### src/design/sst_regs.vh
// Register offsets, field positions, reset values and widths of the system timer
`ifndef SST_REGS_VH
`define SST_REGS_VH
// ***********************************************************
// Register byte offsets
// ***********************************************************
`define SST_OFF_CLC      8'h00
`define SST_OFF_RSTREQ   8'h04
`define SST_OFF_WIN0     8'h10
`define SST_OFF_WIN6     8'h28
`define SST_OFF_CAP      8'h2c
`define SST_OFF_CMP0     8'h30
`define SST_OFF_CMP1     8'h34
`define SST_OFF_IRQSTAT  8'h38
`define SST_OFF_IRQMASK  8'h3c
// ***********************************************************
// Field positions
// ***********************************************************
`define SST_CLC_DIS_REQ  0
`define SST_CLC_DIS_STAT 1
`define SST_CLC_SUSP_EN  3
`define SST_CLC_DIV_LO   8
`define SST_CLC_DIV_HI   10
`define SST_RSTREQ_BIT   0
`define SST_IRQ_CMP0     0
`define SST_IRQ_CMP1     1
// ***********************************************************
// Reset values and widths
// ***********************************************************
`define SST_DIV_RESET    3'h2
`define SST_CNT_W        56
`define SST_WIN_STEP     4
`define SST_WIN6_SHIFT   32
`endif

### src/design/sst_tick.v
// Tick generator dividing the system clock by the timer clock divide field
`timescale 1ns/10ps
module sst_tick #(
  parameter DIV_W = 3
) (
  // Clock and power-on reset
  input  wire             pclk,
  input  wire             por_n,
  // Control
  input  wire             clear,
  input  wire             run,
  input  wire [DIV_W-1:0] div,
  // Tick out
  output reg              tick
);
  reg [DIV_W-1:0] pre_reg;
  reg [DIV_W-1:0] pre_next;
  wire            last;

  // Prescaler wraps after div cycles; a divide value of zero gives no tick
  assign last = (pre_reg >= div - {{(DIV_W-1){1'b0}}, 1'b1});

  // Next prescaler value
  always @* begin
    pre_next = pre_reg;
    if (clear || !run || div == {DIV_W{1'b0}}) begin
      pre_next = {DIV_W{1'b0}};
    end else if (last) begin
      pre_next = {DIV_W{1'b0}};
    end else begin
      pre_next = pre_reg + {{(DIV_W-1){1'b0}}, 1'b1};
    end
  end

  // Prescaler and tick flops
  always @(posedge pclk or negedge por_n) begin
    if (!por_n) begin
      pre_reg <= {DIV_W{1'b0}};
      tick    <= 1'b0;
    end else begin
      pre_reg <= pre_next;
      tick    <= run && !clear && (div != {DIV_W{1'b0}}) && last;
    end
  end
endmodule // sst_tick

### src/design/sst_cmp.v
// Compare unit giving a one-cycle match event when the counter reaches a compare value
`timescale 1ns/10ps
module sst_cmp #(
  parameter W = 32
) (
  // Clock and reset
  input  wire         pclk,
  input  wire         por_n,
  // Operands
  input  wire [W-1:0] value,
  input  wire [W-1:0] cmp,
  // Event out
  output reg          hit
);
  reg  eq_reg;
  wire eq;

  assign eq = (value == cmp);

  // Event on the rising edge of equality so a held match fires once
  always @(posedge pclk or negedge por_n) begin
    if (!por_n) begin
      eq_reg <= 1'b0;
      hit    <= 1'b0;
    end else begin
      eq_reg <= eq;
      hit    <= eq && !eq_reg;
    end
  end
endmodule // sst_cmp

### src/design/sst_top.v
// System timer: free-running 56-bit counter with read windows, capture, compares and APB slave
//
// What this block does
// RQ1: 56-bit counter, +1 per tick, no loading
// RQ2: Tick is system clock over 3-bit divider, reset 010
// RQ3: Cleared by power-on, watchdog, requested software reset
// RQ4: Hardware reset pin spares counter and divider
// RQ5: Counting restarts at once after any clear
// RQ6: Value registers read-only, writes ignored
// RQ7: Disable and debug suspend via clock control
// RQ8: Reading windows 0-5 latches upper part
// RQ9: Software reads lower window, then capture register
// RQ10: Seven 32-bit windows of rising order
// RQ11: Two compare values raise match interrupts
// RQ12: Window N is bits 4N+31:4N, last 55:32
// RQ13: All-ones wraps to zero, no overflow event
`timescale 1ns/10ps
`include "sst_regs.vh"
module sst_top #(
  parameter DIV_W = 3
) (
  // APB slave, presetn is the hardware reset pin
  input  wire        pclk,
  input  wire        presetn,
  input  wire        psel,
  input  wire        penable,
  input  wire        pwrite,
  input  wire [7:0]  paddr,
  input  wire [31:0] pwdata,
  output reg  [31:0] prdata,
  output reg         pready,
  output reg         pslverr,
  // System resets that clear the counter
  input  wire        por_n,
  input  wire        wdt_rst,
  input  wire        sw_rst,
  // Debug suspend request pin
  input  wire        debug_suspend,
  // Interrupt
  output reg         irq
);
  // ***********************************************************
  // Declarations
  // ***********************************************************
  reg  [`SST_CNT_W-1:0] cnt_reg;
  reg  [`SST_CNT_W-1:0] cnt_next;
  reg  [DIV_W-1:0]      div_reg;
  reg                   dis_reg;
  reg                   susp_en_reg;
  reg                   rstreq_reg;
  reg  [23:0]           cap_reg;
  reg  [31:0]           cmp0_reg;
  reg  [31:0]           cmp1_reg;
  reg  [1:0]            stat_reg;
  reg  [1:0]            stat_next;
  reg  [1:0]            mask_reg;
  reg  [1:0]            stat_rd_reg;
  reg  [2:0]            susp_sync_reg;
  reg                   susp_reg;
  reg  [31:0]           rdata;
  reg                   rd_hit;
  reg                   rd_win;
  wire                  setup;
  wire                  done;
  wire                  wr;
  wire                  cnt_clear;
  wire                  run;
  wire                  tick;
  wire                  hit0;
  wire                  hit1;
  wire [2:0]            win_idx;
  wire [`SST_CNT_W-1:0] win_shift;
  wire [`SST_CNT_W-1:0] win_val;

  // ***********************************************************
  // APB phase decode
  // ***********************************************************
  // Setup and completing access; windows 0-5 are indexed from the word at 0x10
  assign setup   = psel && !penable;
  assign done    = psel && penable && pready;
  assign wr      = done && pwrite;
  assign win_idx = paddr[4:2] - 3'h4;

  // ***********************************************************
  // Debug suspend pin synchroniser
  // ***********************************************************
  // Three stages; the level changes only when stages two and three agree
  // A glitch shorter than two cycles never reaches the suspend level
  always @(posedge pclk or negedge presetn) begin
    if (!presetn) begin
      susp_sync_reg <= 3'h0;
      susp_reg      <= 1'b0;
    end else begin
      susp_sync_reg <= {susp_sync_reg[1:0], debug_suspend};
      if (susp_sync_reg[1] == susp_sync_reg[2]) begin
        susp_reg <= susp_sync_reg[2];
      end
    end
  end

  // ***********************************************************
  // Clock control, kept by power-on reset only
  // ***********************************************************
  // Divider and enable bits survive the hardware reset pin
  // A divide value of zero stops the timer clock altogether
  always @(posedge pclk or negedge por_n) begin
    if (!por_n) begin
      div_reg     <= `SST_DIV_RESET; // RQ2 RQ4
      dis_reg     <= 1'b0;
      susp_en_reg <= 1'b0;
    end else if (wr && paddr == `SST_OFF_CLC) begin
      div_reg     <= pwdata[`SST_CLC_DIV_HI:`SST_CLC_DIV_LO]; // RQ2
      dis_reg     <= pwdata[`SST_CLC_DIS_REQ]; // RQ7
      susp_en_reg <= pwdata[`SST_CLC_SUSP_EN]; // RQ7
    end
  end

  // Ticks stop while disabled or suspended
  assign run = !dis_reg && !(susp_en_reg && susp_reg); // RQ7

  // ***********************************************************
  // Counter
  // ***********************************************************
  // Software reset clears only when its request bit was set beforehand
  assign cnt_clear = wdt_rst || (sw_rst && rstreq_reg); // RQ3

  // Prescaler restarts with a clear, so the first tick follows a full period
  sst_tick #(
    .DIV_W (DIV_W)
  ) u_tick (
    .pclk  (pclk),
    .por_n (por_n),
    .clear (cnt_clear),
    .run   (run),
    .div   (div_reg),
    .tick  (tick)
  );

  // Next count: clear, else count on tick, wrapping silently
  always @* begin
    cnt_next = cnt_reg;
    if (cnt_clear) begin
      cnt_next = {`SST_CNT_W{1'b0}}; // RQ3
    end else if (tick) begin
      cnt_next = cnt_reg + {{(`SST_CNT_W-1){1'b0}}, 1'b1}; // RQ1 RQ13
    end
  end

  // Counter flops, cleared by power-on and never by presetn
  always @(posedge pclk or negedge por_n) begin
    if (!por_n) begin
      cnt_reg <= {`SST_CNT_W{1'b0}}; // RQ3 RQ4 RQ5
    end else begin
      cnt_reg <= cnt_next; // RQ1 RQ6
    end
  end

  // ***********************************************************
  // Compare units
  // ***********************************************************
  // Only counter bits 31:0 are compared, so a match recurs every 2^32 ticks
  sst_cmp #(
    .W (32)
  ) u_cmp0 (
    .pclk  (pclk),
    .por_n (por_n),
    .value (cnt_reg[31:0]),
    .cmp   (cmp0_reg),
    .hit   (hit0)
  );

  sst_cmp #(
    .W (32)
  ) u_cmp1 (
    .pclk  (pclk),
    .por_n (por_n),
    .value (cnt_reg[31:0]),
    .cmp   (cmp1_reg),
    .hit   (hit1)
  );

  // ***********************************************************
  // Read data mux
  // ***********************************************************
  // Four bits of shift per window step
  assign win_shift = {{(`SST_CNT_W-5){1'b0}}, win_idx, 2'b00};

  // Window value before it is cut to the 32-bit bus
  assign win_val   = cnt_reg >> win_shift;

  // Windows, capture, compares and control read back
  always @* begin
    rdata  = 32'h0;
    rd_hit = 1'b1;
    rd_win = 1'b0;
    case (paddr)
      `SST_OFF_CLC: begin
        rdata[`SST_CLC_DIS_REQ]                 = dis_reg;
        rdata[`SST_CLC_DIS_STAT]                = !run;
        rdata[`SST_CLC_SUSP_EN]                 = susp_en_reg;
        rdata[`SST_CLC_DIV_HI:`SST_CLC_DIV_LO]  = div_reg;
      end
      `SST_OFF_RSTREQ:  rdata[`SST_RSTREQ_BIT] = rstreq_reg;
      `SST_OFF_WIN6:    rdata = {8'h0, cnt_reg[`SST_CNT_W-1:`SST_WIN6_SHIFT]}; // RQ10 RQ12
      `SST_OFF_CAP:     rdata = {8'h0, cap_reg}; // RQ8
      `SST_OFF_CMP0:    rdata = cmp0_reg;
      `SST_OFF_CMP1:    rdata = cmp1_reg;
      `SST_OFF_IRQSTAT: rdata = {30'h0, stat_reg};
      `SST_OFF_IRQMASK: rdata = {30'h0, mask_reg};
      default: begin
        if (paddr >= `SST_OFF_WIN0 && paddr < `SST_OFF_WIN6 && paddr[1:0] == 2'b00) begin
          rdata  = win_val[31:0]; // RQ10 RQ12
          rd_win = 1'b1;
        end else begin
          rd_hit = 1'b0;
        end
      end
    endcase
  end

  // ***********************************************************
  // APB answer: one wait-free access phase
  // ***********************************************************
  // Read data sampled in setup, pready raised for the access phase
  // Unmapped or misaligned addresses raise pslverr and change nothing
  always @(posedge pclk or negedge presetn) begin
    if (!presetn) begin
      prdata      <= 32'h0;
      pready      <= 1'b0;
      pslverr     <= 1'b0;
      stat_rd_reg <= 2'h0;
    end else begin
      pready <= setup;
      if (setup) begin
        prdata      <= pwrite ? 32'h0 : rdata;
        pslverr     <= !rd_hit;
        stat_rd_reg <= (!pwrite && paddr == `SST_OFF_IRQSTAT) ? stat_reg : 2'h0;
      end else if (done) begin
        pslverr     <= 1'b0;
        stat_rd_reg <= 2'h0;
      end
    end
  end

  // ***********************************************************
  // Capture of the upper part
  // ***********************************************************
  // Latched with the same count the window read returns
  // A later capture read pairs with the last window read, not a live one
  always @(posedge pclk or negedge presetn) begin
    if (!presetn) begin
      cap_reg <= 24'h0;
    end else if (setup && !pwrite && rd_win) begin
      cap_reg <= cnt_reg[`SST_CNT_W-1:`SST_WIN6_SHIFT]; // RQ8
    end
  end

  // ***********************************************************
  // Writable control registers
  // ***********************************************************
  // Writes to windows, capture and status fall to the default and change nothing
  always @(posedge pclk or negedge presetn) begin
    if (!presetn) begin
      cmp0_reg   <= 32'h0;
      cmp1_reg   <= 32'h0;
      mask_reg   <= 2'h0;
      rstreq_reg <= 1'b0;
    end else if (wr) begin
      case (paddr)
        `SST_OFF_CMP0:    cmp0_reg   <= pwdata; // RQ11
        `SST_OFF_CMP1:    cmp1_reg   <= pwdata; // RQ11
        `SST_OFF_IRQMASK: mask_reg   <= pwdata[1:0];
        `SST_OFF_RSTREQ:  rstreq_reg <= pwdata[`SST_RSTREQ_BIT]; // RQ3
        default:          rstreq_reg <= rstreq_reg; // RQ6
      endcase
    end
  end

  // ***********************************************************
  // Interrupt status and output
  // ***********************************************************
  // Clear-on-read of the bits returned; a new event wins over the clear
  always @* begin
    stat_next = stat_reg;
    if (done && !pwrite && paddr == `SST_OFF_IRQSTAT) begin
      stat_next = stat_next & ~stat_rd_reg;
    end
    stat_next[`SST_IRQ_CMP0] = stat_next[`SST_IRQ_CMP0] | hit0; // RQ11
    stat_next[`SST_IRQ_CMP1] = stat_next[`SST_IRQ_CMP1] | hit1; // RQ11
  end

  // Status and level interrupt flops
  // irq follows the status at once, so a status read drops it in the same cycle
  always @(posedge pclk or negedge presetn) begin
    if (!presetn) begin
      stat_reg <= 2'h0;
      irq      <= 1'b0;
    end else begin
      stat_reg <= stat_next;
      irq      <= |(stat_next & mask_reg); // RQ11
    end
  end
endmodule // sst_top

### config.mk
export PLATFORM = sky130hd
export DESIGN_NAME = sst_top
export DESIGN_NICKNAME = d
export VERILOG_FILES = /design/src/design/sst_tick.v /design/src/design/sst_cmp.v /design/src/design/sst_top.v
export VERILOG_INCLUDE_DIRS = /design/src /design/src/design
export SDC_FILE = /design/constraint.sdc
export NUM_CORES = 1
export LEC_CHECK = 0
export BUFFER_PORTS_ARGS = -buffer_cell sky130_fd_sc_hd__buf_4
export CORE_MARGIN = 5
export CORE_UTILIZATION = 40
export DETAILED_ROUTE_END_ITERATION = 10
export GPL_TIMING_DRIVEN = 0
export PLACE_DENSITY = 0.54
export SLEW_MARGIN = 10
export SYNTH_ARGS = -nofsm -noshare
export SYNTH_HDL_FRONTEND = slang
export SYNTH_SLANG_ARGS = --single-unit
### constraint.sdc
create_clock -name pclk -period 2.7 [get_ports pclk]
set_clock_uncertainty 0.2 [all_clocks]
set_input_delay 0.135 -clock pclk [delete_from_list [all_inputs] [get_ports pclk]]
set_output_delay 0.135 -clock pclk [all_outputs]
set_load 0.03 [all_outputs]
==> PnR_summary.wiki <==
{| class="wikitable"
! Metric !! Value
|-
| Biggest area consumer among synthesized cells || sky130_fd_sc_hd__dfrtp_1
|-
| Leading cell types by count after synthesis || sky130_fd_sc_hd__dfrtp_1, sky130_fd_sc_hd__mux2i_1, sky130_fd_sc_hd__xor2_1, sky130_fd_sc_hd__nor2_1, sky130_fd_sc_hd__mux2_2
|-
| Area share of and/or/nand/nor cells after synthesis || 12.3%
|-
| Area share of the leading cell type in the synthesized netlist || 42.0%
|-
| Max VDD drop || 0.406 mV
|-
| Share of the synthesized netlist area taken by xor and xnor gates || roughly 7.1%
|-
| CP dominant cell by count || sky130_fd_sc_hd__clkbuf_1
|-
| Series of cell instances along the critical path || dlygate4sd3_1 -> buf_4 -> nand2b_1 -> clkbuf_1 -> a2111o_1 -> buf_2 -> clkbuf_1 -> nor2_1 -> a221o_1
|-
| Placer congestion estimate || around 1
|-
| Highest attainable clock frequency || 378 MHz
|-
| Capture endpoint of the worst hold path || stat_rd_reg[1]
|-
| Pwr per Cell Area || slightly below 500 nW/um^2
|-
| Number of buffers created by CTS || 24
|-
| Effective utilization at floorplan || 40.6%
|-
| Synthesized Nets || 1,166
|-
| Cell leakage power || 7.02 nW
|-
| Crit Reg-Reg Startpoint || cnt_reg[18]
|-
| Number of top-level pins || 84
|-
| Relative slew margins || between 30% and 40%
|-
| Slack of the critical path || 54.5 ps
|-
| Clock tree from TritonCTS || done
|-
| Standard cell with the maximum stage delay on the critical path || sky130_fd_sc_hd__dlygate4sd3_1
|-
| Overall power of the completed layout || 7.09 mW
|-
| Largest net degree at the start of global routing || 85
|-
| Post-detailed-route DRC marker count || 0
|-
| Ratio of cells with drive above 1 in the final layout || 24.8%
|-
| Max Transition Viols Final || 0
|-
| Share of flip-flops with an asynchronous set or reset || 100%
|-
| Worst skew pair latency || 530 ps
|-
| Number of global-route vias before repair || 10,100
|-
| Cell area after synthesis || about 12,000 um^2
|-
| Number of synthesized register bits || 203
|-
| Synthesized-area fraction occupied by adder cells || 0.811%
|-
| Number of enable flip-flop cells after synthesis || 0
|-
| R2r worst-path depth || 7
|-
| Full die area || 33,700 um^2
|-
| Tmin final || 2650 ps
|-
| Number of nets in the layout || 1,316
|-
| Buffer cell driving the clock tree root || sky130_fd_sc_hd__clkbuf_16
|-
| Largest family of logic cells by synthesized area || multiplexers
|-
| Global-route total usage across every layer || a little over a quarter
|-
| Maximum level of the CTS H-tree || 1
|-
| Startpoint of the most critical hold path || penable
|-
| Setup Slack @ Placement || -327 ps
|-
| Setup-failing EPs final || 0
|-
| Max reg flops || 56
|-
| Setup TNS || 0 ps
|-
| Data required, critical path || between 2000 and 3000 ps
|-
| Maximum count of clock buffers along a single path || 3
|-
| Number of antenna cells inserted || 0
|-
| Most common cell in the synthesized netlist || sky130_fd_sc_hd__dfrtp_1
|-
| Worst Hold Margin || 21.9 ps
|-
| Critical Path Max Stage Delay || 540 ps
|-
| Kind of critical path || input port to flop
|-
| Capture instance of the worst register-to-register path || cnt_reg[41]
|-
| Routed length per instance || 26.5 um
|-
| Number of optimization iterations in the first detailed-route pass || 5
|-
| Antenna violations before repair || 1
|-
| Status || completed
|-
| Final-report hold violation count || 0
|-
| Setup slack of the worst register-to-register path || ~80 ps
|-
| Top post-synthesis cells by area || sky130_fd_sc_hd__dfrtp_1, sky130_fd_sc_hd__mux2i_1, sky130_fd_sc_hd__xor2_1, sky130_fd_sc_hd__mux2_2, sky130_fd_sc_hd__mux4_2
|-
| Die Span X || between 150 and 200 um
|-
| First-pass GRT wire length || about 66,000 um
|-
| Sort of element at the end of the critical path || flop
|-
| DP Wirelength || 32,500 um
|-
| Post-synthesis area per instance || 10.8 um^2
|-
| Max Fanout on Critical Path || 10
|-
| Library cells used by synthesis || 62
|-
| Filler Cell Count || roughly 2,800
|-
| Multiplexer area fraction after synthesis || a little over a fifth
|-
| Number of warnings issued by yosys || 0
|-
| Final instance area || 14,500 um^2
|-
| Via-to-Cell Ratio || 5.96
|-
| Worst hold path type || input port to flop
|-
| Quantity of I/O buffers inserted on ports || 81
|-
| Count of standard-cell rows || 63
|-
| Routed via count || 9,941
|-
| CTS Sinks || 203
|-
| Post-Synthesis Cells || 1,110
|-
| Initial DRC count || approximately 990
|-
| Final period utilization || between 90% and 100%
|-
| Height of the die || approximately 180 um
|-
| Cells on Worst Hold Path || 4
|-
| Proportion of synthesized chip area in sequential cells || 42.2%
|-
| Count of antenna-violating nets left after detailed routing || 0
|-
| Leading register cell type out of synthesis || sky130_fd_sc_hd__dfrtp_1
|-
| Routed WL || 44,200 um
|-
| Global route total overflow || 0
|-
| Endpoint arrival time on the critical path || around 2800 ps
|-
| Core Footprint || 29,600 um^2
|-
| Compound-cell area share of the yosys netlist || 10.9%
|-
| Area growth from synthesis to layout || 20.7%
|-
| CTS clk-pin slew, worst paths || 60 ps
|-
| Number of maximum-capacitance constraint violations || 0
|-
| Slew at the pin with the worst max-slew slack || 983 ps
|-
| Kind of start point of the critical path || input port
|-
| Dpl cell area || between 10,000 and 15,000 um^2
|}
==> critical path, delay by kind of cell <==
family | cells | cell delay, ps
compound gates | 2 | 560
buf+inv | 5 | 1930
simple gates | 2 | 220
==> how the worst max path moves through the flow <==
stage	from	endpoint	slack [ps]	depth (start not counted)
2_1_floorplan	cnt_reg[34]	cnt_reg[50]	570	7
3_3_place_gp	cnt_reg[24]	cnt_reg[52]	-330	7
3_5_place_dp	cnt_reg[24]	cnt_reg[50]	-330	7
4_1_cts	cnt_reg[18]	cnt_reg[31]	10	7
5_1_grt	cnt_reg[18]	cnt_reg[45]	-5	7
6_report	psel	prdata[2]	50	9
==> area by class of cell <==
| cell class | count | area [um^2] | area share (%) |
|---|---|---|---|
| plain buffers | 100 | 489 | 3.37 |
| clock buffers | 40 | 752 | 5.18 |
| clock inverters | 4 | 97.6 | 0.672 |
| inverters | 19 | 71.3 | 0.491 |
| multi-input cells | 781 | 6410 | 44.1 |
| flip-flops and latches | 203 | 5080 | 35.0 |
| well taps | 390 | 488 | 3.36 |
| repair buffers | 131 | 1130 | 7.81 |
==> metal layers <==
metal | global-route usage [%] | share of wire [%] | vias up
li1 | - | - | 4390
met1 | 36.6 | 44 | 5074
met2 | 40.5 | 45 | 378
met3 | 3.62 | 6.0 | 99
met4 | 10.8 | 4.8 | 0
met5 | 0 | 0 | -
==> report_power, final <==
group	leakage, nW	internal, mW	switching (mW)	total, mW
Clock	0.410	2.17	1.31	3.49
Sequential	2.80	3.07	0.0263	3.10
Combinational	3.81	0.200	0.306	0.507
Total	7.02	5.45	1.65	7.09
==> repair_timing <==
item	4_1_cts	5_1_grt
hold endpoints to repair	290	0
setup endpoints to repair	22	22
buffers inserted	1	4
hold buffers	44	0
pin swaps	1	2
resized for setup	1	10
==> kinds of logic (layout without fill, tap and decap cells) <==
kind of cell | count (synthesis) | count (layout)
flip-flops | 203 | 203
XOR/XNOR | 97 | 97
AND/OR/NAND/NOR | 266 | 266
adder cells (fa/ha/maj) | 8 | 8
buffers and inverters | 126 | 294
AO/OA/AOI/OAI | 197 | 197
multiplexers | 213 | 213
==> metrics by stage <==
| stage | utilization [%] | instances |
|---|---|---|
| 4_1_cts | 48.8 | 1667 |
| 6_report | 49.0 | 1668 |
| 5_1_grt | 49.0 | 1668 |
| 3_5_place_dp | 44.4 | 1582 |
| 2_1_floorplan | - | 1110 |
| 3_3_place_gp | 44.3 | 1581 |
==> placed cells by master, fill, tap and decap left out, drive strengths merged, types with 5 or more instances in the layout <==
cell type    count
a221o           10
mux4            22
nand3           26
a22o             8
a211oi           8
nor2b            9
inv             19
xnor2           11
nand4           30
mux2            98
o211ai           5
nand2           45
mux2i           93
a21o             5
and3            13
xor2            86
o22ai           17
a22oi           21
a221oi           9
a31oi            7
nor3            12
nor4            25
buf            149
nor2            65
dlygate4sd3     43
clkbuf          79
o31ai           11
ha               7
dfrtp          202
or4             11
o21ai           42
a21oi           41
or3             17
No activity file was read; power rests on OpenSTA's default activity.
